**src/rtl/cod_pkg.sv**
```systemverilog
package cod_pkg;
  localparam logic [7:0] OP_CARRY_CLEAR = 8'hf8;
  localparam logic [7:0] OP_CARRY_INVERT = 8'hf5;
  localparam logic [7:0] OP_CARRY_SET = 8'hf9;
  localparam logic [7:0] OP_DIR_CLEAR = 8'hfc;
  localparam logic [7:0] OP_DIR_SET = 8'hfd;
  localparam logic [7:0] OP_INT_CLEAR = 8'hfa;
  localparam logic [7:0] OP_INT_SET = 8'hfb;
  localparam logic [7:0] OP_LOCK = 8'hf0;
  localparam logic [7:0] SEG_PFX_MASK = 8'he7;
  localparam logic [7:0] SEG_PFX_VAL = 8'h26;
  localparam logic [1:0] MOD_NODISP = 2'h0;
  localparam logic [1:0] MOD_DISP8 = 2'h1;
  localparam logic [1:0] MOD_DISP16 = 2'h2;
  localparam logic [1:0] MOD_REG = 2'h3;
  localparam logic [2:0] RM_DIRECT = 3'h6;
  localparam logic [1:0] SEG_EXTRA = 2'h0;
  localparam logic [1:0] SEG_CODE = 2'h1;
  localparam logic [1:0] SEG_STACK = 2'h2;
  localparam logic [1:0] SEG_DATA = 2'h3;
  localparam logic [2:0] CTRL_CYCLES = 3'h2;
  localparam logic [2:0] EA_CYCLES = 3'h4;
  localparam logic [2:0] RST_CNT = 3'h0;
endpackage

```
**src/rtl/cod_decoder.sv**
```systemverilog
`timescale 1ns/10ps
// Contract
// - f8 clears carry, f5 inverts, f9 sets; two cycles each.
// - fc clears direction, fd sets; two cycles each.
// - fa clears interrupt enable, fb sets; two cycles each.
// - f0 is lock prefix for next instruction, costing two cycles.
// - mode 11 makes the r/m field select a register.
// - mode 00 means zero displacement, no bytes, except direct address.
// - mode 01 takes one byte sign extended to 16 bits.
// - mode 10 takes high byte above low byte.
// - r/m 000-011 add base register or base pointer plus an index.
// - r/m 100-111 add source, destination, base pointer, base register.
// - mode 00 r/m 110 uses the displacement as address directly.
// - displacement bytes follow the second byte, before immediate data.
// - effective address computation takes four cycles in all modes.
// - override field picks extra, code, stack or data segment.
// - reg field picks word registers or low then high bytes.
// - base pointer addressing defaults to the stack segment.
// - string destinations via destination index always use extra segment.
module cod_decoder
  import cod_pkg::*;
(
  input wire logic ref_clk,
  input wire logic arst_n,
  input wire logic byte_valid,
  input wire logic [7:0] byte_data,
  input wire logic first_byte,
  input wire logic [15:0] base_register,
  input wire logic [15:0] base_pointer,
  input wire logic [15:0] source_index,
  input wire logic [15:0] destination_index,
  input wire logic string_dest,
  input wire logic word_width,
  output logic byte_ready,
  output logic carry_flag,
  output logic direction_flag,
  output logic int_enable_flag,
  output logic bus_lock,
  output logic prefix_done,
  output logic op_done,
  output logic ea_valid,
  output logic [15:0] effective_address,
  output logic [1:0] segment_sel,
  output logic reg_operand,
  output logic [2:0] reg_index,
  output logic reg_high_byte,
  output logic [2:0] rm_reg_index,
  output logic rm_high_byte
);
  typedef enum logic [2:0] {
    ST_OPCODE,
    ST_MODRM,
    ST_DLO,
    ST_DHI,
    ST_CTRL,
    ST_EA
  } cod_state_type;
  typedef struct packed {
    cod_state_type st;
    logic [2:0] cnt;
    logic carry;
    logic dir;
    logic ie;
    logic lock_pend;
    logic lock_act;
    logic ovr_pend;
    logic [1:0] ovr_seg;
    logic ovr_act;
    logic [1:0] ovr_act_seg;
    logic [7:0] pend_op;
    logic [1:0] mode;
    logic [2:0] regf;
    logic [2:0] rm;
    logic [7:0] dlo;
    logic [7:0] dhi;
    logic [1:0] need;
    logic pfx_done;
    logic done;
    logic eav;
    logic [15:0] ea;
    logic [1:0] seg;
    logic regop;
  } cod_regs_type;
  cod_regs_type r;
  cod_regs_type next_r;
  logic [15:0] ea_comb;
  logic ea_bp;
  logic [1:0] ea_bytes;
  logic take;
  cod_ea_unit u_ea (
    .mode(r.mode),
    .rm(r.rm),
    .disp_lo(r.dlo),
    .disp_hi(r.dhi),
    .base_register(base_register),
    .base_pointer(base_pointer),
    .source_index(source_index),
    .destination_index(destination_index),
    .ea(ea_comb),
    .uses_bp(ea_bp),
    .disp_bytes(ea_bytes)
  );
  assign take = byte_valid && byte_ready;
  always_comb begin
    byte_ready = (r.st == ST_OPCODE) || (r.st == ST_MODRM) || (r.st == ST_DLO) || (r.st == ST_DHI);
  end
  always_comb begin
    next_r = r;
    next_r.pfx_done = 1'b0;
    next_r.done = 1'b0;
    next_r.eav = 1'b0;
    unique case (r.st)
      ST_OPCODE: begin
        if (take && first_byte) begin
          next_r.pend_op = byte_data;
          if (byte_data == OP_LOCK) begin
            next_r.lock_pend = 1'b1;
            next_r.st = ST_CTRL;
            next_r.cnt = CTRL_CYCLES;
          end else if ((byte_data & SEG_PFX_MASK) == SEG_PFX_VAL) begin
            next_r.ovr_pend = 1'b1;
            next_r.ovr_seg = byte_data[4:3];
            next_r.pfx_done = 1'b1;
          end else begin
            next_r.lock_act = r.lock_pend;
            next_r.lock_pend = 1'b0;
            next_r.ovr_act = r.ovr_pend;
            next_r.ovr_act_seg = r.ovr_seg;
            next_r.ovr_pend = 1'b0;
            if (byte_data == OP_CARRY_CLEAR || byte_data == OP_CARRY_INVERT || byte_data == OP_CARRY_SET ||
                byte_data == OP_DIR_CLEAR || byte_data == OP_DIR_SET || byte_data == OP_INT_CLEAR ||
                byte_data == OP_INT_SET) begin
              next_r.st = ST_CTRL;
              next_r.cnt = CTRL_CYCLES;
            end else begin
              next_r.st = ST_MODRM;
            end
          end
        end
      end
      ST_MODRM: begin
        if (take) begin
          next_r.mode = byte_data[7:6];
          next_r.regf = byte_data[5:3];
          next_r.rm = byte_data[2:0];
          if (byte_data[7:6] == MOD_DISP8 || byte_data[7:6] == MOD_DISP16 ||
              (byte_data[7:6] == MOD_NODISP && byte_data[2:0] == RM_DIRECT)) begin
            next_r.st = ST_DLO;
          end else begin
            next_r.st = ST_EA;
            next_r.cnt = EA_CYCLES;
          end
          next_r.dlo = 8'h00;
          next_r.dhi = 8'h00;
        end
      end
      ST_DLO: begin
        if (take) begin
          next_r.dlo = byte_data;
          // no high byte for mode 01
          if (r.mode == MOD_DISP8) begin
            next_r.st = ST_EA;
            next_r.cnt = EA_CYCLES;
          end else begin
            next_r.st = ST_DHI;
          end
        end
      end
      ST_DHI: begin
        if (take) begin
          next_r.dhi = byte_data;
          next_r.st = ST_EA;
          next_r.cnt = EA_CYCLES;
        end
      end
      ST_CTRL: begin
        next_r.cnt = 3'(r.cnt - 3'h1);
        if (r.cnt == 3'h1) begin
          next_r.st = ST_OPCODE;
          if (r.pend_op == OP_LOCK) begin
            next_r.pfx_done = 1'b1;
          end else begin
            next_r.done = 1'b1;
            next_r.lock_act = 1'b0;
            next_r.ovr_act = 1'b0;
          end
          unique case (r.pend_op)
            OP_CARRY_CLEAR: next_r.carry = 1'b0;
            OP_CARRY_INVERT: next_r.carry = ~r.carry;
            OP_CARRY_SET: next_r.carry = 1'b1;
            OP_DIR_CLEAR: next_r.dir = 1'b0;
            OP_DIR_SET: next_r.dir = 1'b1;
            OP_INT_CLEAR: next_r.ie = 1'b0;
            OP_INT_SET: next_r.ie = 1'b1;
            default: next_r.carry = r.carry;
          endcase
        end
      end
      ST_EA: begin
        next_r.cnt = 3'(r.cnt - 3'h1);
        if (r.cnt == 3'h1) begin
          next_r.st = ST_OPCODE;
          next_r.eav = 1'b1;
          next_r.done = 1'b1;
          next_r.lock_act = 1'b0;
          next_r.ovr_act = 1'b0;
          next_r.regop = (r.mode == MOD_REG);
          next_r.ea = (r.mode == MOD_REG) ? 16'h0000 : ea_comb;
          next_r.seg = SEG_DATA;
          if (ea_bp) begin
            next_r.seg = SEG_STACK;
          end
          if (r.ovr_act) begin
            next_r.seg = r.ovr_act_seg;
          end
          if (string_dest) begin
            next_r.seg = SEG_EXTRA;
          end
        end
      end
      default: next_r.st = ST_OPCODE;
    endcase
  end
  always_ff @(posedge ref_clk or negedge arst_n) begin
    if (!arst_n) begin
      r <= '0;
      r.st <= ST_OPCODE;
      r.cnt <= RST_CNT;
    end else begin
      r <= next_r;
    end
  end
  assign carry_flag = r.carry;
  assign direction_flag = r.dir;
  assign int_enable_flag = r.ie;
  assign bus_lock = r.lock_act;
  assign prefix_done = r.pfx_done;
  assign op_done = r.done;
  assign ea_valid = r.eav;
  assign effective_address = r.ea;
  assign segment_sel = r.seg;
  assign reg_operand = r.regop;
  assign reg_index = word_width ? r.regf : {1'b0, r.regf[1:0]};
  assign reg_high_byte = !word_width && r.regf[2];
  assign rm_reg_index = word_width ? r.rm : {1'b0, r.rm[1:0]};
  assign rm_high_byte = !word_width && r.rm[2];
endmodule

```
**src/rtl/cod_ea_unit.sv**
```systemverilog
`timescale 1ns/10ps
module cod_ea_unit
  import cod_pkg::*;
(
  input wire logic [1:0] mode,
  input wire logic [2:0] rm,
  input wire logic [7:0] disp_lo,
  input wire logic [7:0] disp_hi,
  input wire logic [15:0] base_register,
  input wire logic [15:0] base_pointer,
  input wire logic [15:0] source_index,
  input wire logic [15:0] destination_index,
  output logic [15:0] ea,
  output logic uses_bp,
  output logic [1:0] disp_bytes
);
  logic [15:0] disp;
  logic direct;
  always_comb begin
    direct = (mode == MOD_NODISP) && (rm == RM_DIRECT);
    disp = 16'h0000;
    disp_bytes = 2'h0;
    if (mode == MOD_DISP8) begin
      disp = {{8{disp_lo[7]}}, disp_lo};
      disp_bytes = 2'h1;
    end
    if (mode == MOD_DISP16 || direct) begin
      disp = {disp_hi, disp_lo};
      disp_bytes = 2'h2;
    end
    uses_bp = 1'b0;
    ea = disp;
    unique case (rm)
      3'h0: ea = 16'(base_register + source_index + disp);
      3'h1: ea = 16'(base_register + destination_index + disp);
      3'h2: begin
        ea = 16'(base_pointer + source_index + disp);
        uses_bp = 1'b1;
      end
      3'h3: begin
        ea = 16'(base_pointer + destination_index + disp);
        uses_bp = 1'b1;
      end
      3'h4: ea = 16'(source_index + disp);
      3'h5: ea = 16'(destination_index + disp);
      3'h6: begin
        ea = 16'(base_pointer + disp);
        uses_bp = 1'b1;
      end
      3'h7: ea = 16'(base_register + disp);
    endcase
    if (direct) begin
      ea = disp;
      uses_bp = 1'b0;
    end
  end
endmodule

```
**config.mk**
```make
export PLATFORM = sky130hd
export DESIGN_NAME = cod_decoder
export DESIGN_NICKNAME = d
export VERILOG_FILES = /design/src/rtl/cod_pkg.sv /design/src/rtl/cod_decoder.sv /design/src/rtl/cod_ea_unit.sv
export SDC_FILE = /design/constraint.sdc
export NUM_CORES = 1
export LEC_CHECK = 0
export BUFFER_PORTS_ARGS = -buffer_cell sky130_fd_sc_hd__buf_2
export CORE_MARGIN = 10
export CORE_UTILIZATION = 55
export DETAILED_ROUTE_END_ITERATION = 8
export PLACE_DENSITY_LB_ADDON = 0.08
export RECOVER_POWER = 50
export SLEW_MARGIN = 20
export SYNTH_ARGS = -nofsm -noshare
export SYNTH_HDL_FRONTEND = slang
export SYNTH_HIERARCHICAL = 1
export SYNTH_SLANG_ARGS = --single-unit
```
**constraint.sdc**
```tcl
create_clock -name ref_clk -period 4.3 [get_ports ref_clk]
set_input_delay 0 -clock ref_clk [delete_from_list [all_inputs] [get_ports ref_clk]]
set_output_delay 0 -clock ref_clk [all_outputs]
set_load 0.03 [all_outputs]
```
======== Word-level counts from Yosys, hierarchy flattened ========
Cells that the tools add are included.
word-level totals
  register bits ........................... 71
  output and inout bits ................... 35
  logic and storage cells ................. 192
operators by class
  equal/unequal tests ..................... 51
  muxes and demuxes ....................... 55
  $add $sub $neg .......................... 13
  bitwise operators ....................... 3
  reductions and logical operators ........ 47
operators with widths
  operator              number
  $add A16 B16 Y16      12
  $eq A8 B8 Y1 const B  16
  $pmux W16 S8          1
  $mux W16              5
  $mux W6               6
  $pmux W8 S2           2
  $mux W3               10
  $pmux W3 S5           2
  $eq A3 B3 Y1 const B  7
  $mux W21              1
  $reduce_and A3 Y1     7
  $mux W20              1
  $ne A2 B2 Y1 const B  10
  $mux W15              1
  $eq A3 B2 Y1 const B  4
  $logic_or A1 B1 Y1    12
  $mux W1               12
  $mux W2               5
  $eq A3 B1 Y1 const B  3
  $pmux W1 S3           3
  $reduce_and A9 Y1     1
  $mux W8               1
  $pmux W1 S2           4
  $reduce_and A4 Y1     2
  other kinds (21)      41

======== Depth between registers and ports, before layout ========
  depth after elaboration ................. 12
  mapped depth ............................ 20
  mapped depth without buffers ............ 18

======== By module ========
Netlist, hierarchy kept.
by module, submodules not included
  module       sequential area each (sq um)  instances  cells an instance  area each (sq um)
  cod_ea_unit  0.0                           1          734                5834.3
  cod_decoder  1776.7                        1          321                3425.8

======== Least setup slack after synthesis ========
No wires, ideal clock.
  kind .................................... register to register
  start point ............................. reg r[40] (netlist bit)
  end point ............................... reg r, in the netlist effective_address[11]
  arrival ................................. 4387 ps
  stages on the path, launching flop included .. 20
  path slack .............................. -208 ps
  period minus slack after synthesis ...... 4508 ps
  path buffers ............................ 2
  required time ........................... 4179 ps
  cells stage by stage .................... dfrtp_1 buf_4 and3b_1 nor2_1 nor2_1 clkbuf_1 o21ai_0 inv_1 fa_1 ha_1 fa_1 a211oi_1 o21ai_0 a31oi_1 o21ai_0 xnor2_1 a221o_1 a221oi_1 a21oi_1 a22o_1
on the way
  longest elaborated chain between the ends .. 8
  elaborated cells on any way between the ends .. 22
ends and longest elaborated chain
  element                                   RTL line                              text
  start, declared                           cod_decoder.sv:84                     cod_regs_type r;
  start signal, assigned                    cod_decoder.sv:230                    r <= next_r;
  $eq A3 B3 Y1                              cod_ea_unit.sv:20, cod_ea_unit.sv:33
  $logic_and A1 B1 Y1                       cod_ea_unit.sv:20                     direct = (mode == MOD_NODISP) && (rm == RM_DIRECT);
  $logic_or A1 B1 Y1                        cod_ea_unit.sv:27                     if (mode == MOD_DISP16 || direct) begin
  $mux W16                                  cod_ea_unit.sv:27
  $add A16 B16 Y16 (tied with other cells)  cod_ea_unit.sv:50                     3'h7: ea = 16'(base_register + disp);
  $pmux W16 S8                              cod_ea_unit.sv:33                     unique case (rm)
  $mux W16 *                                cod_ea_unit.sv:52                     if (direct) begin
  via ea_comb[11]                           cod_decoder.sv:86                     logic [15:0] ea_comb;
  $mux W16 *                                cod_decoder.sv:208                    next_r.ea = (r.mode == MOD_REG) ? 16'h0000 : ea_comb;
The timed path passes the listed nets; every way through them passes the cells marked *.
A chain may end at the register's enable or synchronous reset.

======== Final worst setup path ========
  start point ............................. reg r[40] (netlist bit)
  end point ............................... reg r, in the netlist effective_address[15]
The elaborated chain is that of the path after synthesis.

==> results.md <==
- The overall global routing resource usage is 26.6%.
- Of the cells placed in the final design, the portion with a size suffix greater than 1 is 25.9%.
- Clock tree synthesis selected as its root buffer the cell sky130_fd_sc_hd__clkbuf_16.
- The setup check on the worst reg-to-reg path leaves a slack of -0.07 ns.
- Static timing analysis puts the maximum clock frequency at approximately 230 MHz.
- The maximum number of pins on one net before global-route repair is 42.
- The H-tree was split into 3 levels.
- The worst setup path is launched from a flop.
- The kind of path behind the tightest hold check is primary input to flop.
- The total grt overflow is 0.
- The layout-stage area growth over the synthesis result is 23.7%.
- Once the floorplan was initialized, standard cells occupied 56.0% of the core.
- The total via count after detailed routing is 8993.
- The cell with the most instances after synthesis is sky130_fd_sc_hd__nand2_1.
- Yosys mapped the design onto 80 distinct sky130hd cell types.
- The average via count per standard cell is 6.18.
- The type of the worst setup path is flop to flop.
- The number of antenna violations at the first check in global routing was 0.
- The share of synthesized registers carrying an async set or reset is 100%.
- The number of antenna diodes in the final layout is 0.
- Setup violations remaining at the end of the flow were counted as 1.
- The clock arrives with approximately 0.0066 ns of skew.
- By count the netlist is led by sky130_fd_sc_hd__nand2_1, sky130_fd_sc_hd__a21oi_1, sky130_fd_sc_hd__ha_1.
- Among all flip-flop cells after synthesis, the most frequent one is sky130_fd_sc_hd__dfrtp_1.
- The slack of the critical path is -0.0694 ns.
- Along the worst hold path, the cell count comes to 3.
- After detailed routing, the number of remaining DRC violations is 0.
- The clock reaches the later pin of the worst-skew pair after 0.34 ns.
- The worst setup path is captured at a flop.
- The checks that failed: capacitance limit, slew limit, setup timing.
- The sequential area share after synthesis is a little under a fifth.
- The largest total area in the synthesized netlist belongs to sky130_fd_sc_hd__dfrtp_1.
- The die area is 22400 µm².
- The worst min-delay path startpoint is byte_valid.
- The number of I/O pins is 113.
- After synthesis the cells add up to ~9000 µm².
- The count of final max-slew check failures is 40.
- Ranked by total cell area, the synthesized netlist is headed by sky130_fd_sc_hd__dfrtp_1, sky130_fd_sc_hd__fa_1, sky130_fd_sc_hd__ha_1.
- The slew of the pin with the lowest slew margin is 2.07 ns.
- The number of iterations in the first detailed-routing pass is 5.
- During placement, the flow inserted port buffers numbering 112.
- The end-of-flow core utilization is 69.3%.
- Detailed placement ended at an HPWL of 23.6 mm.
- At the end of routability-driven placement, the weighted congestion stood at 0.962.
- The fraction of the cycle the final worst path needs is 102%.
- The number of register bits inferred by synthesis is 71.
- Dividing the detail-routed wire length by the instance count gives 21.3 µm.
- The number of nets with antenna violations after routing is 0.
- The post-layout minimum cycle time is 4.37 ns.
- The clock net in this run drives a total of 71 sinks.
- The total wire length after detailed routing is 31.0 mm.
- The die boundary width is between 100 and 150 µm.
- In this run, CTS created clock tree buffers numbering 9.
- After floorplanning, the core was divided into 47 placement rows.
- The launch instance of the worst register-to-register path is r[40]$_DFFE_PN0P_.
- The number of warnings printed during yosys synthesis is 6.
- The post-layout net count is ~1400.
- Counting cells, the worst reg-to-reg path comes to 21.
- The largest driver fanout on the critical path is 4.
- The run finished, with violations left.
- Counting every instance in the synthesized netlist gives 1055.
- The final-report hold violation count came to 0.
- The first-iteration detailed-routing DRC count is slightly below 600.
- The global-route wire length before repair is roughly 47 mm.
- The number of flops mapped to enable cells by yosys is 0.
- The number of violations of the max-capacitance limit is 1.
- After clock tree synthesis, the clock-pin slew on the worst setup and hold paths is 0.06 ns.
- The CTS tree is yes.
- After floorplanning, the core was sized to cover between 15000 and 20000 µm².
- The critical path data required time is 4.58 ns.
- The via count of the first global-routing pass is 8904.
- The clock passes through at most 2 buffers.
- The worst-case headroom to the max-slew limit is -37.8%.
- The synthesized netlist net count is 1273.
- The share of synthesized area in the top cell type comes to about a fifth.
- The die span in y is 150 µm.
- The worst hold endpoint is r[71]$_DFFE_PN0P_.
- The arrival time at the worst endpoint is 4.65 ns.
- The endpoint identified for the worst register-to-register timing path is effective_address[15]$_DFFE_PN0P_.
- Each instance of the synthesized netlist takes up on average 8.78 µm².
- Setup repair after global routing could not meet its margin everywhere.
-- worst max-delay path: stages, from the launching register on --
cell and delay (ns):
sky130_fd_sc_hd__dfrtp_1 0.41, sky130_fd_sc_hd__and3b_2 0.29, sky130_fd_sc_hd__nor2_4 0.04, sky130_fd_sc_hd__nor2_4 0.14, sky130_fd_sc_hd__buf_6 0.14, sky130_fd_sc_hd__nor2_4 0.05, sky130_fd_sc_hd__buf_6 0.14, sky130_fd_sc_hd__nor2b_4 0.19
sky130_fd_sc_hd__buf_4 0.15, sky130_fd_sc_hd__fa_1 0.44, sky130_fd_sc_hd__ha_4 0.32, sky130_fd_sc_hd__nand3_1 0.11, sky130_fd_sc_hd__o21bai_4 0.20, sky130_fd_sc_hd__a311o_1 0.43, sky130_fd_sc_hd__a31oi_4 0.19, sky130_fd_sc_hd__buf_4 0.14
sky130_fd_sc_hd__a41oi_1 0.10, sky130_fd_sc_hd__nand4_1 0.20, sky130_fd_sc_hd__buf_4 0.14, sky130_fd_sc_hd__nor3_2 0.03, sky130_fd_sc_hd__a311oi_2 0.29, sky130_fd_sc_hd__a22o_1 0.16
-- cell families after synthesis --
kind of cell | share of synthesized area [%]
AOI/OAI and AO/OA | 24.2
adders and majority gates | 24.2
muxes | 4.15
xor gates and xnor gates | 5.78
and+or+nand+nor | 17.5
buffers and inverters | 5.01
DFF | 19.2
-- how the worst max path moves through the flow --
stage | start | end | slack (ns) | depth (start not counted)
final | r[40]$_DFFE_PN0P_ | effective_address[15]$_DFFE_PN0P_ | -0.07 | 21
after global routing | r[40]$_DFFE_PN0P_ | effective_address[15]$_DFFE_PN0P_ | -0.22 | 21
after CTS | r[41]$_DFFE_PN0P_ | effective_address[15]$_DFFE_PN0P_ | -0.01 | 18
after detailed placement | r[40]$_DFFE_PN0P_ | effective_address[15]$_DFFE_PN0P_ | -0.34 | 17
after global placement | r[40]$_DFFE_PN0P_ | effective_address[15]$_DFFE_PN0P_ | -0.25 | 17
after floorplan | r[40]$_DFFE_PN0P_ | effective_address[11]$_DFFE_PN0P_ | 0.01 | 19
-- through the flow --
| stage | setup TNS (ns) | setup slack, ns | area [µm²] | hold slack, ns | instances |
|---|---|---|---|---|---|
| 5_1_grt | -0.844 | -0.216 | 11500 | 0.0264 | 1456 |
| 3_5_place_dp | -1.36 | -0.337 | 10400 | 0.162 | 1411 |
| 4_1_cts | -0.0159 | -0.0133 | 11000 | 0.00680 | 1446 |
| 6_report | -0.0694 | -0.0694 | 11500 | 0.0188 | 1456 |
| 3_3_place_gp | -1.02 | -0.249 | 10400 | 0.166 | 1411 |
| 2_1_floorplan | 0 | 0.0133 | 9280 | -0.296 | 1055 |
-- registers in the layout (all words and copies together), names as in the netlist --
name and cells:
int_enable_flag 1, op_done 1, direction_flag 1, ea_valid 1
r 45, reg_operand 1, effective_address 16, bus_lock 1
prefix_done 1, carry_flag 1, segment_sel 2
-- timing repair --
item / CTS / global route
pin swaps: 11 / 39
setup buffers: 10 / 11
setup endpoints to repair: 9 / 10
hold buffers: 9 / 0
endpoints found under the hold margin: 47 / 0
resized for setup: 28 / 86
-- metal layers --
metal  share of wire (%)  track usage (%)
met2                  46             42.0
met5                   0                0
met1                  43             35.2
met4                 3.7             9.48
met3                 7.4             5.86
-- cell type report --
| cell class | count | area [µm²] |
|---|---|---|
| Timing Repair Buffer | 221 | 1410 |
| Tap cell | 220 | 275 |
| Fill cell | 1378 | 5070 |
| Inverter | 37 | 139 |
| Multi-Input combinational cell | 891 | 7510 |
| Sequential cell | 71 | 1780 |
| Clock inverter | 4 | 76.3 |
| Clock buffer | 12 | 267 |
-- cell usage in the layout (no fill, tap or decap), types with 9 or more instances in the layout --
cell type / Yosys / layout
sky130_fd_sc_hd__o22ai_1: 24 / 24
sky130_fd_sc_hd__fa_1: 65 / 60
sky130_fd_sc_hd__nand2b_1: 16 / 16
sky130_fd_sc_hd__nor2_1: 74 / 71
sky130_fd_sc_hd__o21a_1: 9 / 9
sky130_fd_sc_hd__and3_1: 10 / 10
sky130_fd_sc_hd__buf_2: 5 / 80
sky130_fd_sc_hd__nor3_1: 26 / 25
sky130_fd_sc_hd__a21oi_1: 80 / 73
sky130_fd_sc_hd__clkbuf_16: 0 / 9
sky130_fd_sc_hd__o21ai_0: 60 / 44
sky130_fd_sc_hd__buf_4: 25 / 91
sky130_fd_sc_hd__a22o_1: 17 / 17
sky130_fd_sc_hd__a22oi_1: 15 / 14
sky130_fd_sc_hd__inv_1: 34 / 31
sky130_fd_sc_hd__ha_1: 75 / 66
sky130_fd_sc_hd__nand2_1: 101 / 99
sky130_fd_sc_hd__clkbuf_1: 21 / 32
sky130_fd_sc_hd__mux2_2: 22 / 22
sky130_fd_sc_hd__and2_1: 11 / 11
sky130_fd_sc_hd__nand3_1: 29 / 29
sky130_fd_sc_hd__dlygate4sd3_1: 0 / 9
sky130_fd_sc_hd__xor2_1: 16 / 16
sky130_fd_sc_hd__a21o_1: 20 / 20
sky130_fd_sc_hd__dfrtp_1: 71 / 71
sky130_fd_sc_hd__nor2b_1: 18 / 10
sky130_fd_sc_hd__xnor2_1: 40 / 40
sky130_fd_sc_hd__o21ai_1: 6 / 17
Power is not shown: default switching activity piles up to over one toggle a cycle in this logic, so the estimate is an artifact.
